$ cat src/pcs_pkg.sv
// Package for the card-bus slave front end: offsets, fields, types
package pcs_pkg;

    // Attribute-memory byte addresses of the four configuration registers
    localparam logic [9:0] ADDR_OPTION_CFG = 10'h3F0;
    localparam logic [9:0] ADDR_CFG_B      = 10'h3F2;
    localparam logic [9:0] ADDR_CFG_C      = 10'h3F4;
    localparam logic [9:0] ADDR_CFG_D      = 10'h3F6;

    // Reset values of the configuration registers
    localparam logic [7:0] RST_OPTION_CFG = 8'h00;
    localparam logic [7:0] RST_CFG_OTHER  = 8'h00;

    // Field layout of the option register
    localparam int IDX_LSB    = 0;
    localparam int IDX_MSB    = 5;
    localparam int IO_EN_BIT  = 0;

    // Card bus widths
    localparam int ADDR_W     = 16;
    localparam int DATA_W     = 16;
    localparam int IO_SEL_W   = 5;
    localparam int NUM_CCR    = 4;

    // Cycle state tracked from the strobes: idle, active, done
    typedef enum logic [1:0] {
        PCS_ST_IDLE = 2'b00,
        PCS_ST_ACT  = 2'b01,
        PCS_ST_DONE = 2'b11
    } pcs_state_e;

    // Card bus inputs taken from the pins
    typedef struct packed {
        logic              ce1_n;
        logic              ce2_n;
        logic              reg_n;
        logic              oe_n;
        logic              we_n;
        logic              iord_n;
        logic              iowr_n;
    } pcs_strobe_s;

    // Memory-side selects presented toward flash and packet SRAM
    typedef struct packed {
        logic              flash_cs_n;
        logic              sram_cs_n;
        logic              mem_oe_n;
        logic              mem_we_n;
    } pcs_memsel_s;

endpackage

$ cat src/pcs_card_slave.sv
// Card-bus slave front end: space decode, config registers, memory steering
`timescale 1ns/1ns
module pcs_card_slave (
    input  wire logic                          i_core_clk,
    input  wire logic                          i_rstn,
    input  wire logic                          i_ce,
    input  wire logic                          i_card_mode_strap,
    input  wire logic                          i_shared_memory_match,
    input  wire logic                          i_shared_mem_mode,
    input  wire logic                          i_prom_write_enable,
    input  wire logic                          i_sleep_n,
    input  wire logic                          i_byte_high_enable_ce2_n,
    input  wire logic                          i_boot_prom_match_ce1_n,
    input  wire logic                          i_aen_reg_n,
    input  wire logic                          i_memw_we_n,
    input  wire logic                          i_memr_oe_n,
    input  wire logic                          i_iord_n,
    input  wire logic                          i_iowr_n,
    input  wire logic [pcs_pkg::ADDR_W-1:0]    i_addr,
    input  wire logic [pcs_pkg::DATA_W-1:0]    i_data,
    input  wire logic [7:0]                    i_flash_rdata,
    output logic      [pcs_pkg::DATA_W-1:0]    o_data,
    output logic                               o_data_oe_n,
    output logic                               o_io_channel_ready_wait,
    output logic                               o_flash_chip_select_n,
    output logic                               o_sram_chip_select_n,
    output logic                               o_mem_oe_n,
    output logic                               o_mem_we_n,
    output logic      [pcs_pkg::ADDR_W-1:0]    o_mem_addr,
    output logic                               o_io_rd,
    output logic                               o_io_wr,
    output logic      [pcs_pkg::IO_SEL_W-1:0]  o_io_sel,
    output logic      [7:0]                    o_cfg_index,
    output logic                               o_io_enabled,
    output logic                               o_card_mode
);
    localparam int NPIN = 7;

    pcs_pkg::pcs_strobe_s strobe_raw;
    pcs_pkg::pcs_strobe_s strobe;
    logic [NPIN-1:0]      strobe_sync;
    logic [pcs_pkg::ADDR_W-1:0] addr_q;
    logic [pcs_pkg::DATA_W-1:0] wdata_q;
    logic                 match_q;
    logic                 mode_q;
    logic                 mode_q2;

    // Pins from the card socket pass the filtered synchroniser
    assign strobe_raw = '{ce1_n:  i_boot_prom_match_ce1_n,
                          ce2_n:  i_byte_high_enable_ce2_n,
                          reg_n:  i_aen_reg_n,
                          oe_n:   i_memr_oe_n,
                          we_n:   i_memw_we_n,
                          iord_n: i_iord_n,
                          iowr_n: i_iowr_n};

    pcs_sync #(
        .W    (NPIN),
        .INIT ('1)
    ) u_sync (
        .i_core_clk (i_core_clk),
        .i_rstn     (i_rstn),
        .i_ce       (i_ce),
        .i_async    (strobe_raw),
        .o_sync     (strobe_sync)
    );
    assign strobe = strobe_sync;

    // Address, data, the memory match and the mode strap are sampled alongside the strobes;
    // they are stable while the strobes settle, so one register suffices; the mode strap gets two
    always_ff @(posedge i_core_clk) begin
        if (!i_rstn) begin
            addr_q  <= 16'h0000;
            wdata_q <= 16'h0000;
            match_q <= 1'b1;
            mode_q  <= 1'b0;
            mode_q2 <= 1'b0;
        end else if (i_ce) begin
            addr_q  <= i_addr;
            wdata_q <= i_data;
            match_q <= i_shared_memory_match;
            mode_q  <= i_card_mode_strap;
            mode_q2 <= mode_q;
        end
    end

    // Cycle decode
    logic card_sel;
    logic attr_acc;
    logic comm_acc;
    logic mem_rd;
    logic mem_wr;
    logic io_rd;
    logic io_wr;
    logic attr_even;
    logic cfg_hit;
    logic [1:0] cfg_idx;
    logic [7:0] cfg [pcs_pkg::NUM_CCR];
    logic io_en;

    always_comb begin
        card_sel  = mode_q2 && (!strobe.ce1_n || !strobe.ce2_n);
        mem_rd    = card_sel && !strobe.oe_n;
        mem_wr    = card_sel && !strobe.we_n;
        attr_acc  = !strobe.reg_n && (mem_rd || mem_wr);
        comm_acc  = strobe.reg_n && (mem_rd || mem_wr);
        // I/O ignored until configured: memory-only card meanwhile
        io_rd     = card_sel && io_en && !strobe.iord_n;
        io_wr     = card_sel && io_en && !strobe.iowr_n;
        attr_even = !addr_q[0];
        cfg_hit   = attr_acc && attr_even &&
                    (addr_q[9:0] >= pcs_pkg::ADDR_OPTION_CFG) &&
                    (addr_q[9:0] <= pcs_pkg::ADDR_CFG_D) &&
                    (addr_q[15:10] == 6'h00);
        cfg_idx   = addr_q[2:1];
    end

    assign io_en = cfg[0][pcs_pkg::IO_EN_BIT];

    // Configuration register bank
    logic [7:0] next_cfg [pcs_pkg::NUM_CCR];
    logic       wr_seen;
    logic       next_wr_seen;

    // A write lands once per WE low phase; odd addresses never write
    always_comb begin
        for (int k = 0; k < pcs_pkg::NUM_CCR; k++) begin
            next_cfg[k] = cfg[k];
        end
        next_wr_seen = mem_wr;
        if (cfg_hit && mem_wr && !wr_seen) begin
            next_cfg[cfg_idx] = wdata_q[7:0];
        end
    end

    always_ff @(posedge i_core_clk) begin
        if (!i_rstn) begin
            cfg[0]  <= pcs_pkg::RST_OPTION_CFG;
            cfg[1]  <= pcs_pkg::RST_CFG_OTHER;
            cfg[2]  <= pcs_pkg::RST_CFG_OTHER;
            cfg[3]  <= pcs_pkg::RST_CFG_OTHER;
            wr_seen <= 1'b0;
        end else if (i_ce) begin
            for (int k = 0; k < pcs_pkg::NUM_CCR; k++) begin
                cfg[k] <= next_cfg[k];
            end
            wr_seen <= next_wr_seen;
        end
    end

    // Cycle state: idle, active strobe, waiting for strobes to drop
    pcs_pkg::pcs_state_e state;
    pcs_pkg::pcs_state_e next_state;
    logic active;

    assign active = mem_rd || mem_wr || io_rd || io_wr;

    always_comb begin
        next_state = state;
        case (state)
            pcs_pkg::PCS_ST_IDLE: begin
                if (active) begin
                    next_state = pcs_pkg::PCS_ST_ACT;
                end
            end
            pcs_pkg::PCS_ST_ACT: begin
                next_state = pcs_pkg::PCS_ST_DONE;
            end
            pcs_pkg::PCS_ST_DONE: begin
                if (!active) begin
                    next_state = pcs_pkg::PCS_ST_IDLE;
                end
            end
            default: begin
                next_state = pcs_pkg::PCS_ST_IDLE;
            end
        endcase
    end

    // Output side: memory steering, read data, I/O strobes
    logic [pcs_pkg::DATA_W-1:0]   next_data;
    logic                         next_data_oe_n;
    logic                         next_wait;
    logic                         next_flash_n;
    logic                         next_sram_n;
    logic                         next_moe_n;
    logic                         next_mwe_n;
    logic [pcs_pkg::ADDR_W-1:0]   next_maddr;
    logic                         next_io_rd;
    logic                         next_io_wr;
    logic [pcs_pkg::IO_SEL_W-1:0] next_io_sel;
    logic                         flash_pick;
    logic                         sram_pick;

    always_comb begin
        // Flash for attribute (non-register) space and matched common space
        flash_pick = (attr_acc && !cfg_hit) ||
                     (comm_acc && match_q);
        sram_pick  = comm_acc && !match_q && i_shared_mem_mode;
        next_flash_n = !flash_pick;
        next_sram_n  = !sram_pick;
        next_moe_n   = !(mem_rd && (flash_pick || sram_pick));
        // Flash writes gated by the programming enable; SRAM always
        next_mwe_n   = !(mem_wr && ((flash_pick && i_prom_write_enable) ||
                                    sram_pick));
        // Attribute origin is flash byte 0; each even byte is one flash byte
        next_maddr   = attr_acc ? {1'b0, addr_q[15:1]} : addr_q;
        next_io_rd   = io_rd;
        next_io_wr   = io_wr && (state == pcs_pkg::PCS_ST_IDLE);
        next_io_sel  = addr_q[pcs_pkg::IO_SEL_W-1:0];
        next_data      = 16'h0000;
        next_data_oe_n = 1'b1;
        if (mem_rd && cfg_hit) begin
            next_data      = {8'h00, cfg[cfg_idx]};
            next_data_oe_n = 1'b0;
        end else if (mem_rd && flash_pick) begin
            next_data      = {8'h00, i_flash_rdata};
            next_data_oe_n = 1'b0;
        end
        // Hold the host off for the first cycle of each access
        next_wait = !(active && state == pcs_pkg::PCS_ST_IDLE);
    end

    always_ff @(posedge i_core_clk) begin
        if (!i_rstn) begin
            state                   <= pcs_pkg::PCS_ST_IDLE;
            o_data                  <= 16'h0000;
            o_data_oe_n             <= 1'b1;
            o_io_channel_ready_wait <= 1'b1;
            o_flash_chip_select_n   <= 1'b1;
            o_sram_chip_select_n    <= 1'b1;
            o_mem_oe_n              <= 1'b1;
            o_mem_we_n              <= 1'b1;
            o_mem_addr              <= 16'h0000;
            o_io_rd                 <= 1'b0;
            o_io_wr                 <= 1'b0;
            o_io_sel                <= 5'h00;
            o_cfg_index             <= 8'h00;
            o_io_enabled            <= 1'b0;
            o_card_mode             <= 1'b0;
        end else if (i_ce) begin
            state                   <= next_state;
            o_data                  <= next_data;
            o_data_oe_n             <= next_data_oe_n;
            o_io_channel_ready_wait <= next_wait;
            o_flash_chip_select_n   <= next_flash_n;
            o_sram_chip_select_n    <= next_sram_n;
            o_mem_oe_n              <= next_moe_n;
            o_mem_we_n              <= next_mwe_n;
            o_mem_addr              <= next_maddr;
            o_io_rd                 <= next_io_rd;
            o_io_wr                 <= next_io_wr;
            o_io_sel                <= next_io_sel;
            o_cfg_index             <= next_cfg[0];
            o_io_enabled            <= next_cfg[0][pcs_pkg::IO_EN_BIT];
            o_card_mode             <= mode_q2;
        end
    end

    // Checks
    property p_io_gate;
        @(posedge i_core_clk) disable iff (!i_rstn)
        o_io_rd |-> $past(io_en);
    endproperty
    a_io_gate: assert property (p_io_gate)
        else $error("I/O read passed while I/O disabled");

    property p_flash_write;
        @(posedge i_core_clk) disable iff (!i_rstn)
        (!o_mem_we_n && !o_flash_chip_select_n) |->
            $past(i_prom_write_enable);
    endproperty
    a_flash_write: assert property (p_flash_write)
        else $error("Flash write without programming enable");

    property p_sram_sel;
        @(posedge i_core_clk) disable iff (!i_rstn)
        !o_sram_chip_select_n |-> $past(strobe.reg_n && !match_q);
    endproperty
    a_sram_sel: assert property (p_sram_sel)
        else $error("SRAM selected outside unmatched common space");

    property p_mode;
        @(posedge i_core_clk) disable iff (!i_rstn)
        (!i_card_mode_strap && i_ce) [*4] |-> !o_card_mode;
    endproperty
    a_mode: assert property (p_mode)
        else $error("Card mode while strap low");

    property p_odd_attr;
        @(posedge i_core_clk) disable iff (!i_rstn)
        (i_ce && attr_acc && addr_q[0]) |=> (cfg[0] == $past(cfg[0]));
    endproperty
    a_odd_attr: assert property (p_odd_attr)
        else $error("Odd attribute write changed a config register");

    property p_sel;
        @(posedge i_core_clk) disable iff (!i_rstn)
        (i_ce && io_rd) |=> (o_io_sel == $past(addr_q[4:0]));
    endproperty
    a_sel: assert property (p_sel)
        else $error("I/O select not from low five address bits");

    property p_attr_flash;
        @(posedge i_core_clk) disable iff (!i_rstn)
        (i_ce && attr_acc && !cfg_hit) |=> !o_flash_chip_select_n;
    endproperty
    a_attr_flash: assert property (p_attr_flash)
        else $error("Attribute access did not select flash");

    property p_cfg_wr;
        @(posedge i_core_clk) disable iff (!i_rstn)
        (i_ce && cfg_hit && mem_wr && !wr_seen && cfg_idx == 2'h1) |=>
            (cfg[1] == $past(wdata_q[7:0]));
    endproperty
    a_cfg_wr: assert property (p_cfg_wr)
        else $error("Config register write lost");
endmodule

$ cat src/pcs_sync.sv
// Three-stage pin synchroniser with second/third agreement filter
`timescale 1ns/1ns
module pcs_sync #(
    parameter int                W   = 7,
    parameter logic [W-1:0]      INIT = '1
) (
    input  wire logic            i_core_clk,
    input  wire logic            i_rstn,
    input  wire logic            i_ce,
    input  wire logic [W-1:0]    i_async,
    output logic      [W-1:0]    o_sync
);
    logic [W-1:0] s1;
    logic [W-1:0] s2;
    logic [W-1:0] s3;
    logic [W-1:0] held;
    logic [W-1:0] next_held;

    // A bit only changes once stages two and three agree
    genvar g;
    generate
        for (g = 0; g < W; g++) begin : g_bit
            always_comb begin
                next_held[g] = (s2[g] == s3[g]) ? s3[g] : held[g];
            end
        end
    endgenerate

    // Register stages; the first stage feeds only the second
    always_ff @(posedge i_core_clk) begin
        if (!i_rstn) begin
            s1   <= INIT;
            s2   <= INIT;
            s3   <= INIT;
            held <= INIT;
        end else if (i_ce) begin
            s1   <= i_async;
            s2   <= s1;
            s3   <= s2;
            held <= next_held;
        end
    end

    assign o_sync = held;
endmodule

$ cat config.mk
export PLATFORM = sky130hd
export DESIGN_NAME = pcs_card_slave
export DESIGN_NICKNAME = d
export VERILOG_FILES = /design/src/pcs_pkg.sv /design/src/pcs_card_slave.sv /design/src/pcs_sync.sv
export SDC_FILE = /design/constraint.sdc
export NUM_CORES = 1
export LEC_CHECK = 0
export BUFFER_PORTS_ARGS = -buffer_cell sky130_fd_sc_hd__buf_2
export CELL_PAD_IN_SITES_DETAIL_PLACEMENT = 2
export CELL_PAD_IN_SITES_GLOBAL_PLACEMENT = 2
export CORE_UTILIZATION = 35
export CTS_BUF_LIST = sky130_fd_sc_hd__clkbuf_8
export DETAILED_ROUTE_END_ITERATION = 7
export PLACE_DENSITY_LB_ADDON = 0.2
export SKIP_CTS_REPAIR_TIMING = 1
export SYNTH_ARGS = -nofsm -noshare
export SYNTH_HDL_FRONTEND = slang
export SYNTH_SLANG_ARGS = --single-unit
$ cat constraint.sdc
create_clock -name i_core_clk -period 3.2 [get_ports i_core_clk]
set_input_delay 0.32 -clock i_core_clk [delete_from_list [all_inputs] [get_ports i_core_clk]]
set_output_delay 0.32 -clock i_core_clk [all_outputs]
set_load 0.03 [all_outputs]
# After elaboration in Yosys (flattened, before gate mapping)
# Memories as Yosys holds them, arrays and structs flattened. A register that Yosys moved wholly into a read port is not among the register bits.
# Cells that the tools add are included.
# W data, S select, Z words.
# word_totals
out_inout_bits	55
register_bits	113
word_cells	133
ram_bits	32
mem_count	1
inputBits	55
# memory_table
name	words	width	rd	rd_clocked_by_memory_dff	write_ports	line_no	text
cfg	4	8	5	1	4	pcs_card_slave.sv:98	logic [7:0] cfg [pcs_pkg::NUM_CCR];
# op_classes
order_cmp	4
reduce_logical	59
n_eq_ne	11
n_mux	22
bitwise_logic	5
# op_table
op	count
$mux W8	7
$bwmux W32	1
$mux W32	1
$logic_and A1 B1 Y1	26
$demux W8 S2	1
$logic_not A1 Y1	16
$mux W16	1
$reduce_and A2 Y1	7
$ge A10 B10 Y1 const B	1
$le A10 B10 Y1 const B	1
$mux W2	4
$eq A1 B1 Y1	7
$logic_or A1 B1 Y1	7
$logic_not A6 Y1	1
$mux W1	6
$pmux W2 S3	1
$ne A2 B2 Y1 const B	2
$or A1 B1 Y1	4
$ge A3 B3 Y1 const B	1
$lt A3 B1 Y1 const B	1
$not A2 Y3	1
$reduce_and A3 Y1	1
$eq A2 B1 Y1 const B	1
$eq A2 B2 Y1 const B	1
$logic_not A2 Y1	1

# Depth between registers and ports, before layout
# Gate-level depths: netlist of the first run.
# depth
depth_word	17
depth_mapped	8
ltp_nobuf	4

# By module
# From an unflattened synthesis of the first run, not the netlist that was laid out.
# hier_totals
cells_unflattened	574
hier_area_um2	5970.7
# modules_own_cells
mod	cells_per_inst	area_each_um2	n_inst	seq_area_each_um2
pcs_card_slave	470	4912.2	1	2522.4
pcs_sync	104	1058.5	1	560.5

# Worst setup path after synthesis of the first run
# No wires, ideal clock.
# synth_timing
path_type	register to register
from	register mode_q2 (netlist name)
to	memory cfg[1][0], enable pin
slack_ns	0.390
setup_time_ns	0.381
arrival_time_ns	2.429
stages_incl_launch_ff	9
required_ns	2.819
cell_sequence	dfxtp_1 -> a21bo_1 -> buf_6 -> or3_1 -> buf_2 -> or4_4 -> buf_6 -> buf_6 -> nand2_1
# synth_rtl
element	line_no
end: declaration	pcs_card_slave.sv:98

==> impl_metrics.yaml, run 1 <==
status:
  status: "complete, no violations"
timing:
  finalCritPeriodShare: 0.768
  rsz0062_at_grt: "no"
  worst_pin_slew_ns: 0.858
  relSlewSlack: 0.424
  setup_viol: 0
  setup-tns-final_ns: 0
  fmax_mhz: 407
  fin_crit_ns: 2.46
  final_max_slew_viol_count: 0
  fin_skew_ns: 0.0115
  hold_violations: 0
critical_path:
  cp.required_ns: 3.31
  crit_type: "register to register"
  end_kind: "register"
  worst-path-buf-inv: 1
  worst_path_max_delay_cell: "or4_4"
  start_kind: "register"
  critPathTopFamily: "simple AND/OR/NAND/NOR gates"
  cp_max_fo: 24
  crit_chain: "nor4b_1 > nand4_2 > or4_4 > nand2_1 > buf_4"
  max_stage_delay_ns: 0.56
  cp.arrival_ns: 2.57
yosys:
  synth.avg_cell_area_um2: 10.6
  synth_edf_count: 32
  yosysTopAreaCellShare: 0.359
  synth_area_leaders: "dfxtp_1, edfxtp_1, mux2i_1"
  yosys_warnings: 0
  ys_async_sr_fraction: 0
  yosysTopAreaCell: "dfxtp_1"
  synth.most_common_cell: "dfxtp_1"
  synth_cell_type_count: 40
  ys_seq_area_frac: 0.521
  syn_area_um2: 5910
  synthCells: 556
  synth_commonest_cells: "dfxtp_1, mux2i_1, nand2_1"
  ys_ff_latch: 138
  synth_ff_type: "dfxtp_1"
cts:
  cts_tree: "built"
  clock-root-buffer: "clkbuf_8"
  worst_skew_pair.late_latency_ns: 0.45
  clock_sinks: 138
  cts.htree.levels: 4
  clk_pin_slew_ns: 0.08
  cts_buffers: 17
  clockBufferDepth: 2
placement:
  place_congestion: 0.765
  post-dp-hpwl_mm: 11.0
  port_buffers: 92
  placed_cell_area_um2: 6490
pwr:
  p_comb_frac: 0.081
  p_switching_uw: 941
  power.density_nw_per_um2: 541
  swShare: 0.252
  p_seq_frac: 0.512
  p_int_uw: 2800
  ir_worst_vdd_mv: 0.281
  leakage_uw: 0.00293
  power_frac_clock: 0.407
die:
  placementRows: 47
  die_h_um: 132
  die_w_um: 132
  die-area_um2: 17400
  ioPinCount: 110
  initial_core_util: 0.358
  core-area_um2: 16500
detailed_routing:
  detailedRoute.firstIterationViolations: 279
  vias: 4462
  drc: 0
  drtAntennaViolNets: 0
  drtPass1Iterations: 4
  wl_per_cell_um: 18.4
  wirelength_mm: 15.9
  viasPerCell: 5.15
global_routing:
  grtUsageMet1: 0.218
  antenna_found_initial: 0
  overflow: 0
  grt.busiest_layer: "met2"
  grt_pass1_vias: 4839
  grt_util_met2: 0.350
  grt_pass1_wl_mm: 26.0
  grt_max_degree: 87
  grt_usage: 0.192
  met3_usage: 0.0419
finish:
  diodes: 0
  layout.nets: 689
  area_growth_pct: 16.9
  layout-drive-gt1-share: 0.224
  design_area_um2: 6920
  nFillCells: 1746
min_path:
  hp-class: "input pin to register"
flow_run:
  cap_violations: 0
==> through the flow <==
stage / setup slack, ns / total power [µW] / util / hold slack (ns) / instances
global placement: 0.772 / 2250 / 0.393 / 0.454 / 835
finish: 0.741 / 3740 / 0.418 / 0.0836 / 867
floorplan: 0.390 / 2150 / - / 0.441 / 563
global route: 0.565 / 3900 / 0.418 / 0.0726 / 867
detailed placement: 0.740 / 2260 / 0.393 / 0.465 / 835
CTS: 0.727 / 3790 / 0.418 / 0.0549 / 867
==> final timing paths <==
| path | start | endpoint | slack, ns | cells past startpoint |
|---|---|---|---|---|
| worst max-delay path | addr_q[4] | cfg[3][5] | 0.74 | 5 |
| worst min-delay path | i_boot_prom_match_ce1_n | u_sync.s1[6] | 0.08 | 3 |
| worst max register to register | addr_q[4] | cfg[3][5] | 0.74 | 5 |
| worst min register to register | o_cfg_index[3] | o_cfg_index[3] | 0.47 | 2 |
==> metal layers <==
| metal | routed length (µm) | vias up | share of wire |
|---|---|---|---|
| met5 | 0 | - | 0 |
| met4 | 254 | 0 | 0.016 |
| met3 | 587 | 14 | 0.037 |
| met2 | 8230 | 77 | 0.52 |
| met1 | 6870 | 2228 | 0.43 |
| li1 | - | 2143 | - |
==> layout by cell type, fill, tap and decap left out, types with 5 or more instances in the layout <==
cell      synthesis  layout
buf_4             9      10
dfxtp_1         106     106
nor2_1           21      21
and2_1            5       5
a21oi_1          37      37
nor4b_1           9       9
buf_2             2      91
nand3_1           9       9
nor2b_1          37      37
mux4_2            8       8
a221o_1           8       8
o21ai_0          31      31
conb_1            1       8
edfxtp_1         32      32
nand2_1          54      54
nand2b_1          9       9
mux2i_1          85      85
clkbuf_8          0      20
nand4_1          10      10
o211ai_1         10      10
==> cell type report <==
class                      count  area (µm²)  area share
timing repair buffer         101         531      0.0767
sequential                   138        3080       0.446
inverter                       3        11.3     0.00163
clock inverter                12         145      0.0210
clock buffer                  20         275      0.0398
tap                          220         275      0.0398
multi-input combinational    373        2590       0.375
==> worst register-to-register path: stages (launching register included) <==
cell and delay [ns]:
dfxtp_1 0.41, nor4b_1 0.54, nand4_2 0.21, or4_4 0.56, nand2_1 0.08, buf_4 0.33
==> cell families (layout without fill, tap and decap cells) <==
kind of cell / after synthesis / in the layout / share of synthesized area
multiplexers: 93 / 93 / 0.174
AND/OR/NAND/NOR: 171 / 171 / 0.155
AO/OA/AOI/OAI: 101 / 101 / 0.105
other: 1 / 8 / 0.000634
flip-flops: 138 / 138 / 0.521
buffers and inverters: 52 / 136 / 0.0442
==> state kept, by name, indices dropped and copies added (netlist names), 2 cells and up, named ones only <==
| name | flops |
|---|---|
| u_sync.s3 | 7 |
| u_sync.o_sync | 7 |
| cfg | 32 |
| o_io_sel | 5 |
| u_sync.s1 | 7 |
| o_data | 8 |
| o_mem_addr | 16 |
| state | 2 |
| o_cfg_index | 8 |
| u_sync.s2 | 7 |
| wdata_q | 8 |
| addr_q | 16 |
==> power by group through the flow <==
stage / clock [µW] / combinational (µW) / sequential, µW
floorplan: 0 / 198 / 1960
global placement: 0 / 294 / 1950
detailed placement: 0 / 307 / 1960
CTS: 1560 / 309 / 1920
global route: 1640 / 333 / 1920
finish: 1520 / 304 / 1910
Power figures use the tool's default switching activity.
==> inputs of run 2 (changes only) <==
--- a/config.mk
+++ b/config.mk
@@ -5,10 +5,11 @@
 export SDC_FILE = /design/constraint.sdc
 export NUM_CORES = 1
 export LEC_CHECK = 0
+export ABC_AREA = 1
 export BUFFER_PORTS_ARGS = -buffer_cell sky130_fd_sc_hd__buf_2
 export CELL_PAD_IN_SITES_DETAIL_PLACEMENT = 2
 export CELL_PAD_IN_SITES_GLOBAL_PLACEMENT = 2
-export CORE_UTILIZATION = 35
+export CORE_UTILIZATION = 33
 export CTS_BUF_LIST = sky130_fd_sc_hd__clkbuf_8
 export DETAILED_ROUTE_END_ITERATION = 7
 export PLACE_DENSITY_LB_ADDON = 0.2
==> constraint.sdc (replaced) <==
create_clock -name i_core_clk -period 2.45 [get_ports i_core_clk]
set_input_delay 0.245 -clock i_core_clk [delete_from_list [all_inputs] [get_ports i_core_clk]]
set_output_delay 0.245 -clock i_core_clk [all_outputs]
set_load 0.03 [all_outputs]
==> impl_metrics.yaml, run 2 <==
global_routing:
  antenna_found_initial: 0
  overflow: 0
  grt_pass1_wl_mm: 28.6
  grt_usage: 0.206
  grt_max_degree: 52
  grt_pass1_vias: 5616
critical_path:
  critPathTopFamily: "simple AND/OR/NAND/NOR gates"
  cp_max_fo: 24
  crit_type: "register to register"
  end_kind: "register"
  cp.required_ns: 2.57
  crit_chain: "nand2_2 > nand3_1 > nand2_2 > nand2_4 > nor2_8 > nand3_4 > nand2_1 > buf_4"
  max_stage_delay_ns: 0.35
  reg2reg_slack_ns: 0.37
  cp.arrival_ns: 2.20
  start_kind: "register"
  worst-path-buf-inv: 1
  worst_path_max_delay_cell: "nor2_8"
  cp_common_cell: "nand2_2"
finish:
  layout_commonest_cell: "nand2_1"
  largest_reg_flops: 32
  layout.nets: 858
  top_register: "cfg"
  reg.largest.list: "cfg (32), addr_q (16), o_mem_addr (16)"
  area_growth_pct: 19.2
  layout-drive-gt1-share: 0.202
  nFillCells: 1977
  diodes: 0
  design_area_um2: 6910
  final_cell_mix: "nand2_1, dfxtp_1, buf_2"
yosys:
  synth_ff_type: "dfxtp_1"
  synth_commonest_cells: "nand2_1, dfxtp_1, o21ai_0"
  ys_seq_area_frac: 0.532
  ys_ff_latch: 138
  synth.most_common_cell: "nand2_1"
  synth.avg_cell_area_um2: 8.12
  synth_cell_type_count: 27
  syn_area_um2: 5800
  ys_async_sr_fraction: 0
  yosysTopAreaCellShare: 0.366
  synth_area_leaders: "dfxtp_1, edfxtp_1, nand2_1"
  yosysTopAreaCell: "dfxtp_1"
  yosys_warnings: 0
  synthCells: 714
  synth_edf_count: 32
cts:
  clockBufferDepth: 2
  clock_sinks: 138
  cts_tree: "built"
  cts_buffers: 17
  clock-root-buffer: "clkbuf_8"
  worst_skew_pair.late_latency_ns: 0.45
  clk_pin_slew_ns: 0.08
  cts.htree.levels: 4
detailed_routing:
  drtPass1Iterations: 4
  wl_per_cell_um: 17.0
  detailedRoute.firstIterationViolations: 239
  wirelength_mm: 17.7
  drtAntennaViolNets: 0
  viasPerCell: 4.96
  vias: 5166
  drc: 0
timing:
  relSlewSlack: 0.424
  hold_violations: 2
  fin_skew_ns: 0.00878
  fmax_mhz: 481
  fin_crit_ns: 2.08
  setup-tns-final_ns: 0
  rsz0062_at_grt: "no"
  final_max_slew_viol_count: 0
  setup_viol: 0
  finalCritPeriodShare: 0.848
  worst_pin_slew_ns: 0.862
  hold_ws_ns: -0.00264
status:
  violations: "hold timing"
  status: "finished, violations left"
placement:
  port_buffers: 92
  post-dp-hpwl_mm: 12.5
  place_congestion: 0.760
  placed_cell_area_um2: 6420
die:
  die_w_um: 135
  initial_core_util: 0.336
  placementRows: 48
  die-area_um2: 18100
  die_h_um: 135
  ioPinCount: 110
  core-area_um2: 17200
pwr:
  power.density_nw_per_um2: 726
  ir_worst_vdd_mv: 0.317
  power_uw: 5020
  leakage_uw: 0.00310
flow_run:
  cap_violations: 0
min_path:
  hp-class: "input pin to register"
run 2: cells by family (layout without fill, tap and decap cells):
logic type,after synthesis,after routing,share of synthesized area
AND/OR/NAND/NOR,307,307,0.230
AO/OA/AOI/OAI,159,159,0.154
flip-flops,138,138,0.532
buffers and inverters,109,204,0.0846
other,1,8,0.000647
run 2: final timing paths:
kind,cells after the start,start,end
setup / recovery,8,u_sync.o_sync[6],cfg[2][7]
hold / removal,3,i_data[3],wdata_q[3]
hold reg to reg,2,o_data[3],o_data[3]
setup reg to reg,8,u_sync.o_sync[6],cfg[2][7]
run 2: per-stage QoR:
stage / instances / hold WS (ns) / utilization / worst slack, ns
floorplan: 721 / 0.355 / - / 0.348
global placement: 1005 / 0.430 / 0.373 / 0.398
detailed placement: 1005 / 0.443 / 0.373 / 0.356
CTS: 1037 / -0.0372 / 0.399 / 0.339
global route: 1041 / -0.000621 / 0.401 / 0.211
finish: 1041 / -0.00264 / 0.401 / 0.372
run 2: metal layers:
| metal | routed length (µm) | global-route usage | share of wire | up-vias |
|---|---|---|---|---|
| met5 | 0 | 0 | 0 | - |
| met4 | 229 | 0.0668 | 0.013 | 0 |
| met3 | 486 | 0.0398 | 0.027 | 19 |
| met2 | 9460 | 0.384 | 0.53 | 87 |
| met1 | 7570 | 0.233 | 0.43 | 2534 |
| li1 | - | - | - | 2526 |
run 2: final cells by class:
| type | instances | area [µm²] | area share |
|---|---|---|---|
| clock buffers | 18 | 248 | 0.0358 |
| clock inverters | 14 | 201 | 0.0291 |
| inverters | 64 | 240 | 0.0347 |
| multi-input cells | 474 | 2260 | 0.326 |
| flip-flops and latches | 138 | 3080 | 0.446 |
| well taps | 225 | 282 | 0.0407 |
| repair buffers | 108 | 603 | 0.0872 |
run 2: worst reg2reg max path, stage by stage, from the launching register on:
cell and delay, ns:
dfxtp_1 0.34, nand2_2 0.11, nand3_1 0.13, nand2_2 0.15, nand2_4 0.17, nor2_8 0.35, nand3_4 0.10, nand2_1 0.07
buf_4 0.31
run 2: report_power, final:
| part | switching (µW) | leakage (µW) | internal [µW] |
|---|---|---|---|
| registers | 69.8 | 0.00120 | 2410 |
| clock network | 920 | 0.000232 | 1230 |
| logic | 275 | 0.00167 | 116 |
